File: src/rtl/pbtdm_pkg.sv
// Purpose: Shared constants and types for the PCI backend termination and
//          DMA master block.
// Assumes: 32-bit PCI, one clock domain.
// Notes:   Register indices are those of the backend control port.
package pbtdm_pkg;

  // ----------------------------------------------------------------------
  // Widths
  // ----------------------------------------------------------------------
  localparam int DATA_W = 32;
  localparam int IDX_W = 2;
  localparam int LEN_W = 11;
  localparam int FILL_W = 2;

  // ----------------------------------------------------------------------
  // Register indices and fields
  // ----------------------------------------------------------------------
  localparam logic [1:0] IDX_PCI_ADDR = 2'h0;
  localparam logic [1:0] IDX_RAM_ADDR = 2'h1;
  localparam logic [1:0] IDX_CONTROL = 2'h2;
  localparam int CTL_DONE_BIT = 1;
  localparam int CTL_DIR_BIT = 3;
  localparam int CTL_GO0_BIT = 4;
  localparam int CTL_GO1_BIT = 5;
  localparam int CTL_LEN_LSB = 16;
  localparam int CTL_LEN_MSB = 27;
  localparam logic [31:0] CTL_RESET = 32'h0000_0000;
  localparam logic [31:0] ADDR_RESET = 32'h0000_0000;
  localparam logic [10:0] LEN_MAX = 11'h400;
  localparam logic [10:0] LEN_ONE = 11'h001;
  localparam logic [10:0] LEN_ZERO = 11'h000;

  // ----------------------------------------------------------------------
  // Bus codes and counts
  // ----------------------------------------------------------------------
  localparam logic [3:0] CMD_MEM_READ = 4'h6;
  localparam logic [3:0] CMD_MEM_WRITE = 4'h7;
  localparam logic [3:0] BE_ALL_N = 4'h0;
  localparam logic [31:0] ADDR_STEP = 32'h0000_0004;
  localparam logic [31:0] DATA_ZERO = 32'h0000_0000;
  localparam logic [1:0] PIPE_DEPTH = 2'h2;
  localparam logic [1:0] FILL_ONE = 2'h1;
  localparam logic [1:0] FILL_ZERO = 2'h0;
  localparam int DISC_TIMEOUT = 8;

  // ----------------------------------------------------------------------
  // State machines
  // ----------------------------------------------------------------------
  typedef enum logic [2:0] {
    T_IDLE, T_DATA, T_RETRY, T_ABORT, T_DISC
  } pbtdm_tstate_t;

  typedef enum logic [2:0] {
    M_IDLE, M_REQ, M_ADDR, M_DATA, M_TURN
  } pbtdm_mstate_t;

endpackage : pbtdm_pkg

File: src/rtl/pbtdm_dma_regs.sv
// Purpose: Backend control port holding the DMA address and control
//          registers.
// Assumes: Strobes are synchronous and active low.
// Notes:   Reads are pipelined two cycles from index to data.
`timescale 1ns/1ps
`default_nettype none
module pbtdm_dma_regs (
  // Clock and reset
  input wire logic clock,
  input wire logic resetn,
  // Backend control port
  input wire logic ctrl_select_n,
  input wire logic ctrl_read_strobe_n,
  input wire logic ctrl_write_strobe_n,
  input wire logic [pbtdm_pkg::IDX_W-1:0] ctrl_index,
  input wire logic [pbtdm_pkg::DATA_W-1:0] ctrl_wdata,
  output logic [pbtdm_pkg::DATA_W-1:0] ctrl_rdata,
  output logic ctrl_rdata_oe_n,
  // To the DMA engine
  input wire logic done_set,
  output logic [pbtdm_pkg::DATA_W-1:0] pci_start_addr,
  output logic [pbtdm_pkg::DATA_W-1:0] ram_start_addr,
  output logic [pbtdm_pkg::DATA_W-1:0] control,
  output logic go
);
  import pbtdm_pkg::*;

  logic [DATA_W-1:0] pci_addr_ff;
  logic [DATA_W-1:0] ram_addr_ff;
  logic [DATA_W-1:0] ctl_ff;
  logic done_ff;
  logic go_ff;
  logic [IDX_W-1:0] idx_ff;
  logic [DATA_W-1:0] rdata_ff;
  logic oe_n_ff;

  // ----------------------------------------------------------------------
  // Decode
  // ----------------------------------------------------------------------
  wire wr_en = !ctrl_select_n && !ctrl_write_strobe_n;
  wire wr_pci = wr_en && (ctrl_index == IDX_PCI_ADDR);
  wire wr_ram = wr_en && (ctrl_index == IDX_RAM_ADDR);
  wire wr_ctl = wr_en && (ctrl_index == IDX_CONTROL);
  wire nxt_go = wr_ctl && ctrl_wdata[CTL_GO0_BIT]
    && ctrl_wdata[CTL_GO1_BIT];
  wire nxt_done = done_set || (done_ff && !nxt_go);
  wire [DATA_W-1:0] ctl_view = {ctl_ff[DATA_W-1:CTL_DONE_BIT+1], done_ff,
    ctl_ff[CTL_DONE_BIT-1:0]};
  wire [DATA_W-1:0] nxt_rdata = (idx_ff == IDX_PCI_ADDR) ? pci_addr_ff :
    (idx_ff == IDX_RAM_ADDR) ? ram_addr_ff :
    (idx_ff == IDX_CONTROL) ? ctl_view : DATA_ZERO;
  wire nxt_oe_n = ctrl_select_n || ctrl_read_strobe_n;

  // ----------------------------------------------------------------------
  // Storage
  // ----------------------------------------------------------------------
  always_ff @(posedge clock or negedge resetn) begin
    if (!resetn) begin
      pci_addr_ff <= ADDR_RESET;
      ram_addr_ff <= ADDR_RESET;
      ctl_ff <= CTL_RESET;
      done_ff <= 1'b0;
      go_ff <= 1'b0;
      idx_ff <= IDX_PCI_ADDR;
      rdata_ff <= DATA_ZERO;
      oe_n_ff <= 1'b1;
    end else begin
      if (wr_pci) pci_addr_ff <= ctrl_wdata;
      if (wr_ram) ram_addr_ff <= ctrl_wdata;
      if (wr_ctl) ctl_ff <= ctrl_wdata;
      done_ff <= nxt_done;
      go_ff <= nxt_go;
      idx_ff <= ctrl_index;
      rdata_ff <= nxt_rdata;
      oe_n_ff <= nxt_oe_n;
    end
  end

  assign pci_start_addr = pci_addr_ff;
  assign ram_start_addr = ram_addr_ff;
  assign control = ctl_view;
  assign go = go_ff;
  assign ctrl_rdata = rdata_ff;
  assign ctrl_rdata_oe_n = oe_n_ff;

endmodule : pbtdm_dma_regs
`default_nettype wire

File: src/rtl/pbtdm_top.sv
// Purpose: Backend termination control, backend arbitration, interrupt
//          forwarding and DMA master for a PCI interface.
// Assumes: All inputs but the async resetn synchronous to clock; outputs of two-way pins carry
//          an active-low output enable.
// Notes:
// Notes on behaviour
// - Backend error gives target abort, STOP with DEVSEL released.
// - Grant or busy at access start gives retry.
// - Retry drives STOP and DEVSEL, never TRDY.
// - Ready time-out gives disconnect without data.
// - Grant backend request once controller idle.
// - Hold grant; drop it cycle after release.
// - Interrupt sampled each edge, INTA next cycle.
// - Separate PCI and RAM addresses; bit3 direction.
// - Length bits 27-16, zero means 1024 DWORDs.
// - Bits 4 and 5 written one start DMA.
// - Completion sets control bit 1.
// - DMA read drives FRAME, address, command 0110.
// - Grant gives datapath_start; address with FRAME.
// - IRDY follows FRAME when backend ready.
// - Two-DWORD pipe; stop backend reads when full.
// - Burst ends at count or disconnect; FRAME high.
// - DMA write asserts IRDY once pipe filled.
// - Select plus write strobe writes; bursts allowed.
// - Read data two cycles on; drive one cycle behind strobes.
// - Ready withdrawn inserts TRDY wait states.
`timescale 1ns/1ps
`default_nettype none
module pbtdm_top #(
  parameter int TIMEOUT_CYC = pbtdm_pkg::DISC_TIMEOUT
) (
  // Clock and reset
  input wire logic clock,
  input wire logic resetn,
  // Target access and backend status
  input wire logic access_start,
  input wire logic access_is_read,
  input wire logic backend_error,
  input wire logic backend_busy,
  input wire logic backend_read_ready,
  input wire logic backend_write_ready,
  // PCI control inputs
  input wire logic frame_n_in,
  input wire logic irdy_n_in,
  input wire logic trdy_n_in,
  input wire logic stop_n_in,
  input wire logic gnt_n,
  // Target control outputs
  output logic devsel_n_out,
  output logic trdy_n_out,
  output logic stop_n_out,
  output logic tgt_ctl_oe_n,
  // Backend arbitration
  input wire logic backend_request,
  output logic backend_grant,
  // Interrupt
  input wire logic external_interrupt_in,
  output logic inta_n_out,
  output logic inta_n_oe_n,
  // Master control outputs
  output logic req_n,
  output logic frame_n_out,
  output logic irdy_n_out,
  output logic mst_ctl_oe_n,
  output logic datapath_start,
  // Address and data
  input wire logic [pbtdm_pkg::DATA_W-1:0] ad_in,
  output logic [pbtdm_pkg::DATA_W-1:0] ad_out,
  output logic ad_oe_n,
  output logic [3:0] cbe_n_out,
  output logic cbe_n_oe_n,
  // Backend datapath
  output logic backend_read_strobe,
  input wire logic [pbtdm_pkg::DATA_W-1:0] backend_rdata,
  output logic backend_write_strobe,
  output logic [pbtdm_pkg::DATA_W-1:0] backend_wdata,
  output logic [pbtdm_pkg::DATA_W-1:0] backend_addr,
  // Backend control port
  input wire logic ctrl_select_n,
  input wire logic ctrl_read_strobe_n,
  input wire logic ctrl_write_strobe_n,
  input wire logic [pbtdm_pkg::IDX_W-1:0] ctrl_index,
  input wire logic [pbtdm_pkg::DATA_W-1:0] ctrl_wdata,
  output logic [pbtdm_pkg::DATA_W-1:0] ctrl_rdata,
  output logic ctrl_rdata_oe_n
);
  import pbtdm_pkg::*;

  localparam int CNT_W = $clog2(TIMEOUT_CYC + 1);
  localparam logic [CNT_W-1:0] CNT_LAST = CNT_W'(TIMEOUT_CYC - 1);
  localparam logic [CNT_W-1:0] CNT_ZERO = '0;

  pbtdm_tstate_t tstate_ff, nxt_tstate;
  pbtdm_mstate_t mstate_ff, nxt_mstate;
  logic [CNT_W-1:0] wait_ff;
  logic devsel_n_ff, trdy_n_ff, stop_n_ff, tgt_oe_n_ff;
  logic grant_ff, int_smp_ff, inta_oe_n_ff;
  logic req_n_ff, frame_n_ff, irdy_n_ff, mst_oe_n_ff, dps_ff;
  logic [DATA_W-1:0] ad_ff, waddr_ff, raddr_ff, wdata_ff;
  logic ad_oe_n_ff, cbe_oe_n_ff, rd_stb_ff, wr_stb_ff, dir_wr_ff;
  logic [3:0] cbe_ff;
  logic [LEN_W-1:0] xfer_left_ff, fetch_left_ff;
  logic [DATA_W-1:0] pipe_ff [2];
  logic rdp_ff, wrp_ff, primed_ff;
  logic [FILL_W-1:0] fill_ff;
  logic done_set;
  logic [DATA_W-1:0] pci_start, ram_start, control;
  logic go;

  // ----------------------------------------------------------------------
  // DMA registers
  // ----------------------------------------------------------------------
  pbtdm_dma_regs u_regs (
    .clock(clock),
    .resetn(resetn),
    .ctrl_select_n(ctrl_select_n),
    .ctrl_read_strobe_n(ctrl_read_strobe_n),
    .ctrl_write_strobe_n(ctrl_write_strobe_n),
    .ctrl_index(ctrl_index),
    .ctrl_wdata(ctrl_wdata),
    .ctrl_rdata(ctrl_rdata),
    .ctrl_rdata_oe_n(ctrl_rdata_oe_n),
    .done_set(done_set),
    .pci_start_addr(pci_start),
    .ram_start_addr(ram_start),
    .control(control),
    .go(go)
  );

  // ----------------------------------------------------------------------
  // Target termination
  // ----------------------------------------------------------------------
  wire be_ready = access_is_read ? backend_read_ready : backend_write_ready;
  wire timed_out = (wait_ff == CNT_LAST) || backend_busy;
  wire bus_end = frame_n_in && !irdy_n_in;
  wire bus_idle = frame_n_in && irdy_n_in;

  always_comb begin
    nxt_tstate = tstate_ff;
    unique case (tstate_ff)
      T_IDLE: if (access_start) begin
        nxt_tstate = (grant_ff || backend_busy) ? T_RETRY : T_DATA;
      end
      T_DATA: begin
        if (backend_error) nxt_tstate = T_ABORT;
        else if (!be_ready && timed_out) nxt_tstate = T_DISC;
        else if (bus_end && !trdy_n_ff) nxt_tstate = T_IDLE;
      end
      T_RETRY, T_ABORT, T_DISC: if (bus_idle) nxt_tstate = T_IDLE;
    endcase
  end

  wire tgt_busy = (nxt_tstate != T_IDLE);
  wire nxt_devsel_n = !(nxt_tstate == T_DATA || nxt_tstate == T_RETRY
    || nxt_tstate == T_DISC);
  wire nxt_stop_n = !(nxt_tstate == T_RETRY || nxt_tstate == T_ABORT
    || nxt_tstate == T_DISC);
  wire nxt_trdy_n = !(nxt_tstate == T_DATA && be_ready
    && !backend_error);
  wire [CNT_W-1:0] nxt_wait = (nxt_tstate == T_DATA && !be_ready)
    ? wait_ff + CNT_W'(1) : CNT_ZERO;

  always_ff @(posedge clock or negedge resetn) begin
    if (!resetn) begin
      tstate_ff <= T_IDLE;
      wait_ff <= CNT_ZERO;
      devsel_n_ff <= 1'b1;
      stop_n_ff <= 1'b1;
      trdy_n_ff <= 1'b1;
      tgt_oe_n_ff <= 1'b1;
    end else begin
      tstate_ff <= nxt_tstate;
      wait_ff <= nxt_wait;
      devsel_n_ff <= nxt_devsel_n;
      stop_n_ff <= nxt_stop_n;
      trdy_n_ff <= nxt_trdy_n;
      tgt_oe_n_ff <= !(tgt_busy || tstate_ff != T_IDLE);
    end
  end

  // ----------------------------------------------------------------------
  // Backend arbitration and interrupt
  // ----------------------------------------------------------------------
  wire ctl_idle = (tstate_ff == T_IDLE) && (mstate_ff == M_IDLE);
  wire nxt_grant = backend_request
    && (grant_ff || (ctl_idle && !access_start));

  always_ff @(posedge clock or negedge resetn) begin
    if (!resetn) begin
      grant_ff <= 1'b0;
      int_smp_ff <= 1'b1;
      inta_oe_n_ff <= 1'b1;
    end else begin
      grant_ff <= nxt_grant;
      int_smp_ff <= external_interrupt_in;
      inta_oe_n_ff <= int_smp_ff;
    end
  end

  // ----------------------------------------------------------------------
  // DMA master sequencing
  // ----------------------------------------------------------------------
  wire [LEN_W-1:0] len_raw = LEN_W'(control[CTL_LEN_MSB:CTL_LEN_LSB]);
  wire len_zero = (control[CTL_LEN_MSB:CTL_LEN_LSB] == '0);
  wire [LEN_W-1:0] len_load = len_zero ? LEN_MAX : len_raw;
  wire xfer = (mstate_ff == M_DATA) && !irdy_n_ff && !trdy_n_in;
  wire tgt_stop = (mstate_ff == M_DATA) && !stop_n_in;
  wire [LEN_W-1:0] nxt_xfer_left = go ? len_load
    : (xfer ? xfer_left_ff - LEN_ONE : xfer_left_ff);
  wire last_done = frame_n_ff && !irdy_n_ff && (!trdy_n_in || !stop_n_in);

  always_comb begin
    nxt_mstate = mstate_ff;
    unique case (mstate_ff)
      M_IDLE: if (go) nxt_mstate = M_REQ;
      M_REQ: if (!gnt_n && bus_idle && !tgt_busy) nxt_mstate = M_ADDR;
      M_ADDR: nxt_mstate = M_DATA;
      M_DATA: if (last_done) nxt_mstate = M_TURN;
      M_TURN: begin
        if (xfer_left_ff != LEN_ZERO) nxt_mstate = M_REQ;
        else if (fill_ff == FILL_ZERO && !wr_stb_ff) nxt_mstate = M_IDLE;
      end
    endcase
  end

  assign done_set = (mstate_ff == M_TURN) && (nxt_mstate == M_IDLE);

  // ----------------------------------------------------------------------
  // Two-entry datapath pipe
  // ----------------------------------------------------------------------
  wire push = dir_wr_ff ? rd_stb_ff : (xfer && !dir_wr_ff);
  wire [DATA_W-1:0] push_data = dir_wr_ff ? backend_rdata : ad_in;
  wire nxt_wr_stb = !dir_wr_ff && (fill_ff != FILL_ZERO)
    && backend_write_ready;
  wire pop = dir_wr_ff ? xfer : nxt_wr_stb;
  wire [FILL_W-1:0] fill_next = fill_ff + FILL_W'(push) - FILL_W'(pop);
  wire nxt_rdp = rdp_ff ^ pop;
  wire [DATA_W-1:0] nxt_head = (push && wrp_ff == nxt_rdp) ? push_data
    : pipe_ff[nxt_rdp];
  wire in_burst = (mstate_ff == M_ADDR) || (mstate_ff == M_DATA);
  wire nxt_rd_stb = dir_wr_ff && in_burst && backend_read_ready
    && (fill_next < PIPE_DEPTH) && (fetch_left_ff > LEN_ONE
    || (fetch_left_ff == LEN_ONE && !rd_stb_ff));

  // ----------------------------------------------------------------------
  // Master control outputs
  // ----------------------------------------------------------------------
  wire [LEN_W-1:0] fetch_next = go ? len_load
    : (nxt_rd_stb ? fetch_left_ff - LEN_ONE : fetch_left_ff);
  wire pipe_ready = primed_ff || (fill_next == PIPE_DEPTH)
    || (LEN_W'(fill_next) >= nxt_xfer_left);
  wire nxt_irdy_req = dir_wr_ff ? (fill_next != FILL_ZERO && pipe_ready)
    : (fill_next < PIPE_DEPTH && backend_write_ready);
  wire enter_data = (mstate_ff == M_ADDR)
    || (mstate_ff == M_DATA && !last_done);
  wire nxt_irdy_n = !(enter_data && (nxt_irdy_req || frame_n_ff
    || tgt_stop || !irdy_n_ff && trdy_n_in && stop_n_in));
  wire nxt_frame_n = !((nxt_mstate == M_ADDR) || (enter_data
    && !frame_n_ff && !tgt_stop && !(xfer && nxt_xfer_left == LEN_ZERO)
    && !(!nxt_irdy_n && nxt_xfer_left == LEN_ONE)));
  wire nxt_mst_oe_n = !(nxt_mstate == M_ADDR || nxt_mstate == M_DATA
    || nxt_mstate == M_TURN);
  wire [3:0] nxt_cbe = (nxt_mstate == M_ADDR)
    ? (control[CTL_DIR_BIT] ? CMD_MEM_WRITE : CMD_MEM_READ)
    : BE_ALL_N;
  wire [DATA_W-1:0] nxt_ad = (nxt_mstate == M_ADDR) ? waddr_ff : nxt_head;
  wire nxt_ad_oe_n = !((nxt_mstate == M_ADDR)
    || (nxt_mstate == M_DATA && dir_wr_ff));
  wire [DATA_W-1:0] nxt_waddr = go ? pci_start
    : (xfer ? waddr_ff + ADDR_STEP : waddr_ff);
  wire be_step = rd_stb_ff || wr_stb_ff;
  wire [DATA_W-1:0] nxt_raddr = go ? ram_start
    : (be_step ? raddr_ff + ADDR_STEP : raddr_ff);

  always_ff @(posedge clock or negedge resetn) begin
    if (!resetn) begin
      mstate_ff <= M_IDLE;
      req_n_ff <= 1'b1;
      frame_n_ff <= 1'b1;
      irdy_n_ff <= 1'b1;
      mst_oe_n_ff <= 1'b1;
      dps_ff <= 1'b0;
      cbe_ff <= BE_ALL_N;
      cbe_oe_n_ff <= 1'b1;
      ad_ff <= DATA_ZERO;
      ad_oe_n_ff <= 1'b1;
      dir_wr_ff <= 1'b0;
      xfer_left_ff <= LEN_ZERO;
      fetch_left_ff <= LEN_ZERO;
      waddr_ff <= ADDR_RESET;
      raddr_ff <= ADDR_RESET;
      primed_ff <= 1'b0;
    end else begin
      mstate_ff <= nxt_mstate;
      req_n_ff <= !(nxt_mstate == M_REQ);
      frame_n_ff <= nxt_frame_n;
      irdy_n_ff <= nxt_irdy_n;
      mst_oe_n_ff <= nxt_mst_oe_n;
      dps_ff <= (mstate_ff == M_REQ) && (nxt_mstate == M_ADDR);
      cbe_ff <= nxt_cbe;
      cbe_oe_n_ff <= nxt_ad_oe_n && (nxt_mstate != M_DATA);
      ad_ff <= nxt_ad;
      ad_oe_n_ff <= nxt_ad_oe_n;
      if (go) dir_wr_ff <= control[CTL_DIR_BIT];
      xfer_left_ff <= nxt_xfer_left;
      fetch_left_ff <= fetch_next;
      waddr_ff <= nxt_waddr;
      raddr_ff <= nxt_raddr;
      primed_ff <= enter_data && (primed_ff || !nxt_irdy_n);
    end
  end

  // ----------------------------------------------------------------------
  // Pipe storage and backend strobes
  // ----------------------------------------------------------------------
  always_ff @(posedge clock or negedge resetn) begin
    if (!resetn) begin
      pipe_ff[0] <= DATA_ZERO;
      pipe_ff[1] <= DATA_ZERO;
      rdp_ff <= 1'b0;
      wrp_ff <= 1'b0;
      fill_ff <= FILL_ZERO;
      rd_stb_ff <= 1'b0;
      wr_stb_ff <= 1'b0;
      wdata_ff <= DATA_ZERO;
    end else begin
      if (push) pipe_ff[wrp_ff] <= push_data;
      if (push) wrp_ff <= !wrp_ff;
      rdp_ff <= nxt_rdp;
      fill_ff <= fill_next;
      rd_stb_ff <= nxt_rd_stb;
      wr_stb_ff <= nxt_wr_stb;
      if (nxt_wr_stb) wdata_ff <= pipe_ff[rdp_ff];
    end
  end

  // ----------------------------------------------------------------------
  // Output wiring
  // ----------------------------------------------------------------------
  assign devsel_n_out = devsel_n_ff;
  assign trdy_n_out = trdy_n_ff;
  assign stop_n_out = stop_n_ff;
  assign tgt_ctl_oe_n = tgt_oe_n_ff;
  assign backend_grant = grant_ff;
  assign inta_n_out = 1'b0;
  assign inta_n_oe_n = inta_oe_n_ff;
  assign req_n = req_n_ff;
  assign frame_n_out = frame_n_ff;
  assign irdy_n_out = irdy_n_ff;
  assign mst_ctl_oe_n = mst_oe_n_ff;
  assign datapath_start = dps_ff;
  assign ad_out = ad_ff;
  assign ad_oe_n = ad_oe_n_ff;
  assign cbe_n_out = cbe_ff;
  assign cbe_n_oe_n = cbe_oe_n_ff;
  assign backend_read_strobe = rd_stb_ff;
  assign backend_write_strobe = wr_stb_ff;
  assign backend_wdata = wdata_ff;
  assign backend_addr = raddr_ff;

endmodule : pbtdm_top
`default_nettype wire

File: config.mk
export PLATFORM = sky130hd
export DESIGN_NAME = pbtdm_top
export DESIGN_NICKNAME = d
export VERILOG_FILES = /design/src/rtl/pbtdm_pkg.sv /design/src/rtl/pbtdm_dma_regs.sv /design/src/rtl/pbtdm_top.sv
export SDC_FILE = /design/constraint.sdc
export NUM_CORES = 1
export LEC_CHECK = 0
export ABC_AREA = 1
export BUFFER_PORTS_ARGS = -buffer_cell sky130_fd_sc_hd__clkbuf_2
export CORE_MARGIN = 3
export CORE_UTILIZATION = 45
export DETAILED_ROUTE_END_ITERATION = 8
export GPL_TIMING_DRIVEN = 1
export PLACE_DENSITY = 0.74
export SETUP_SLACK_MARGIN = 0.02
export SYNTH_ARGS = -nofsm -noshare
export SYNTH_HDL_FRONTEND = slang
export SYNTH_SLANG_ARGS = --single-unit
File: constraint.sdc
create_clock -name clock -period 8.6 [get_ports clock]
set_input_delay 0 -clock clock [delete_from_list [all_inputs] [get_ports clock]]
set_output_delay 0 -clock clock [all_outputs]
set_load 0.005 [all_outputs]
==> results.toml <==
[global_route]
grt_max_degree = 132
grt_usage = 0.247
grt_overflow = 0
first_global_vias = 16200
antenna_found_initial = 0
grt_pass1_wl_um = 87400

[setup_path]
cp-end-kind = "flip-flop"
critPathMaxFanout = 66
start_kind = "flip-flop"
cp_data_arrival_time_ns = 4.24
crit_type = "reg2reg"
critPathSlowestCell = "nand2_4"
slowest_delay_ns = 0.68
required_ns = 9.00
crit_chain = "nor3_4 -> inv_2 -> o21ai_4 -> xor2_4 -> buf_4 -> xor2_2 -> nand2_4 -> o211ai_2 -> o211ai_2 -> o21ai_0"
path_common_cell = "o211ai_2"

[timing]
finalSetupViolCount = 0
finClkSkew_ns = 0.0139
hold_ws_ns = 0.0728
tightest_slew_ns = 1.12
finalHoldViolCount = 0
min_period_over_period = 0.447
rsz0062_at_grt = "no"
slew_headroom = 0.252
fin_tns_setup_ns = 0
fmax_mhz = 260
slew_violations = 0
fin_crit_ns = 3.84

[floorplanning]
die_w_um = 208
die_h_um = 208
die-area_um2 = 43200
ios = 265
start_util = 0.459
fp.coreArea_um2 = 40000
rows = 73

[finish]
drive_above_1_share = 0.162
mostFrequentLayoutCells = "677 x nand2_1, 365 x dfrtp_1, 287 x o21ai_0"
final_cell_area_um2 = 22700
stdcell_count = 3128
diodes = 0
layout_commonest_cell = "nand2_1"
area_growth_pct = 23.9
n_fill_cell = 3510
nets = 2699
utilization = 0.568

[placed_design]
port_buffers = 262
hpwl_um = 36800
place_congestion = 0.944
placed_cells = 2924
postPlaceCellArea_um2 = 20000

[yosys]
synth-simple-area-share = 0.204
yosysTopAreaCell = "dfrtp_1"
yosys.area.top_type_share = 0.500
synth-seq-cells = 380
synthMuxAreaShare = 0
yosysSeqAreaShare = 0.519
synth-async-reset-ratio = 1.00
synth.cell_area_um2 = 18400
synth_edf_count = 0
synth-adder-area-share = 0.00750
yosysUniqueCellTypes = 47
synth_xor_xnor_area_share = 0.0277
synth_flop_cell = "dfrtp_1"
synth_compound_area_frac = 0.162
synth.avg_cell_area_um2 = 8.23
ys_warn_count = 0
synth_cells = 2231
synth_top_family_by_area = "simple AND/OR/NAND/NOR gates"
synthTopCellsByArea = "dfrtp_1 50%, nand2_1 14%, o21ai_0 7.8%, inv_1 5.1%, o211ai_1 2.5%"

[route]
via_per_inst = 5.35
drt-wirelength-per-cell_um = 17.3
drcViolationCount = 0
initialDrtViolationCount = 1622
drtAntennaViolNets = 0
dr.pass1.iters = 7
totalWireLength_um = 54200
vias = 16700

[cts]
post_cts_buffers = 0
clkSlewWorstSetupHoldPaths_ns = 0.06
htree_levels = 2
cts.sinks = 380
cts_buffers = 42
cts_tree = "built"
clk_latency_ns = 0.55
clockBufferDepth = 3
cts-root-buf = "clkbuf_16"

[power]
p_leak_uw = 0.0113
power_density_nw_per_um2 = 295
irDropWorstVdd_mv = 0.198

[run_status]
status = "finished clean"

[job]
max-cap-violations = 0

[worst_hold_path]
hold_class = "in2reg"
power by group:
| part | total [uW] | internal [uW] | leakage (uW) | switching, uW |
|---|---|---|---|---|
| Combinational | 2080 | 806 | 0.00567 | 1280 |
| Sequential | 2740 | 2320 | 0.00487 | 421 |
| Clock | 1880 | 1150 | 0.000715 | 734 |
| Total | 6710 | 4280 | 0.0113 | 2430 |
path summary, 6_finish.rpt:
check	startpoint	slack, ns	end	cells past startpoint
worst min-delay path	irdy_n_in	0.07	mstate_ff[0]	8
worst max register to register	dir_wr_ff	4.76	ad_out[18]	10
worst min register to register	int_smp_ff	0.36	inta_n_oe_n	0
worst max-delay path	dir_wr_ff	4.76	ad_out[18]	10
min in group asynchronous	resetn	0.08	backend_wdata[5]	2
max in group asynchronous	resetn	6.32	backend_addr[29]	4
what timing repair did:
action | CTS | global route
hold buffers | 129 | 0
endpoints found under the hold margin | 350 | 0
endpoints found under the setup margin | 0 | 0
resized for setup | 0 | 0
registers in the layout, summed over array words and instances, names as in the netlist, 2 cells and up:
name,cells
ad_out,32
backend_addr,32
backend_wdata,32
cbe_n_out,2
fetch_left_ff,11
fill_ff,2
mstate_ff,3
pipe_ff,64
tstate_ff,3
u_regs.ctl_ff,31
u_regs.ctrl_rdata,32
u_regs.idx_ff,2
u_regs.pci_start_addr,32
u_regs.ram_start_addr,32
waddr_ff,32
wait_ff,4
xfer_left_ff,11
final cells by class:
type                       count  area [um2]  share of cell area
clock buffer                  63        1280              0.0565
clock inverter                12         166             0.00732
multi-input combinational   1489        7420               0.326
tap                          525         657              0.0289
timing repair buffer         408        2740               0.121
inverter                     251         942              0.0414
sequential                   380        9530               0.419
cells by family after synthesis:
group                      count (synthesis)
AOI/OAI and AO/OA                        493
buffers and inverters                    363
xor gates and xnor gates                  55
and+or+nand+nor                          928
adders and majority gates                 11
DFF                                      380
other                                      1
layer usage:
| layer | global-route usage | routed length, um |
|---|---|---|
| met4 | 0.0674 | 1340 |
| met5 | 0 | 0 |
| met1 | 0.357 | 23700 |
| met3 | 0.0400 | 4440 |
| met2 | 0.388 | 24600 |
cell usage after synthesis (all sizes together), types with 2 or more instances:
cell	n
a21oi	42
a31oi	16
buf	35
clkbuf	77
dfrtp	367
dfstp	13
ha	11
inv	250
nand2	680
nand3	75
nand4	20
nor2	109
nor3	33
nor4	6
o211ai	95
o21a	2
o21ai	317
o221ai	13
or2	3
xnor2	7
xor2	48
through the flow:
stage,power (uW),setup slack (ns)
final,6710,4.76
after global routing,7150,4.26
after CTS,6720,4.75
after detailed placement,4710,4.82
after global placement,4630,4.91
after floorplan,3950,5.71
critical path: cells and delay by family, from the launching register on:
| kind | cells | cell delay, ns |
|---|---|---|
| simple gates | 2 | 1.11 |
| buf+inv | 2 | 1.11 |
| compound gates | 4 | 0.67 |
| flops | 1 | 0.41 |
| xor+xnor | 2 | 0.34 |
(Power assumes the default switching activity.)
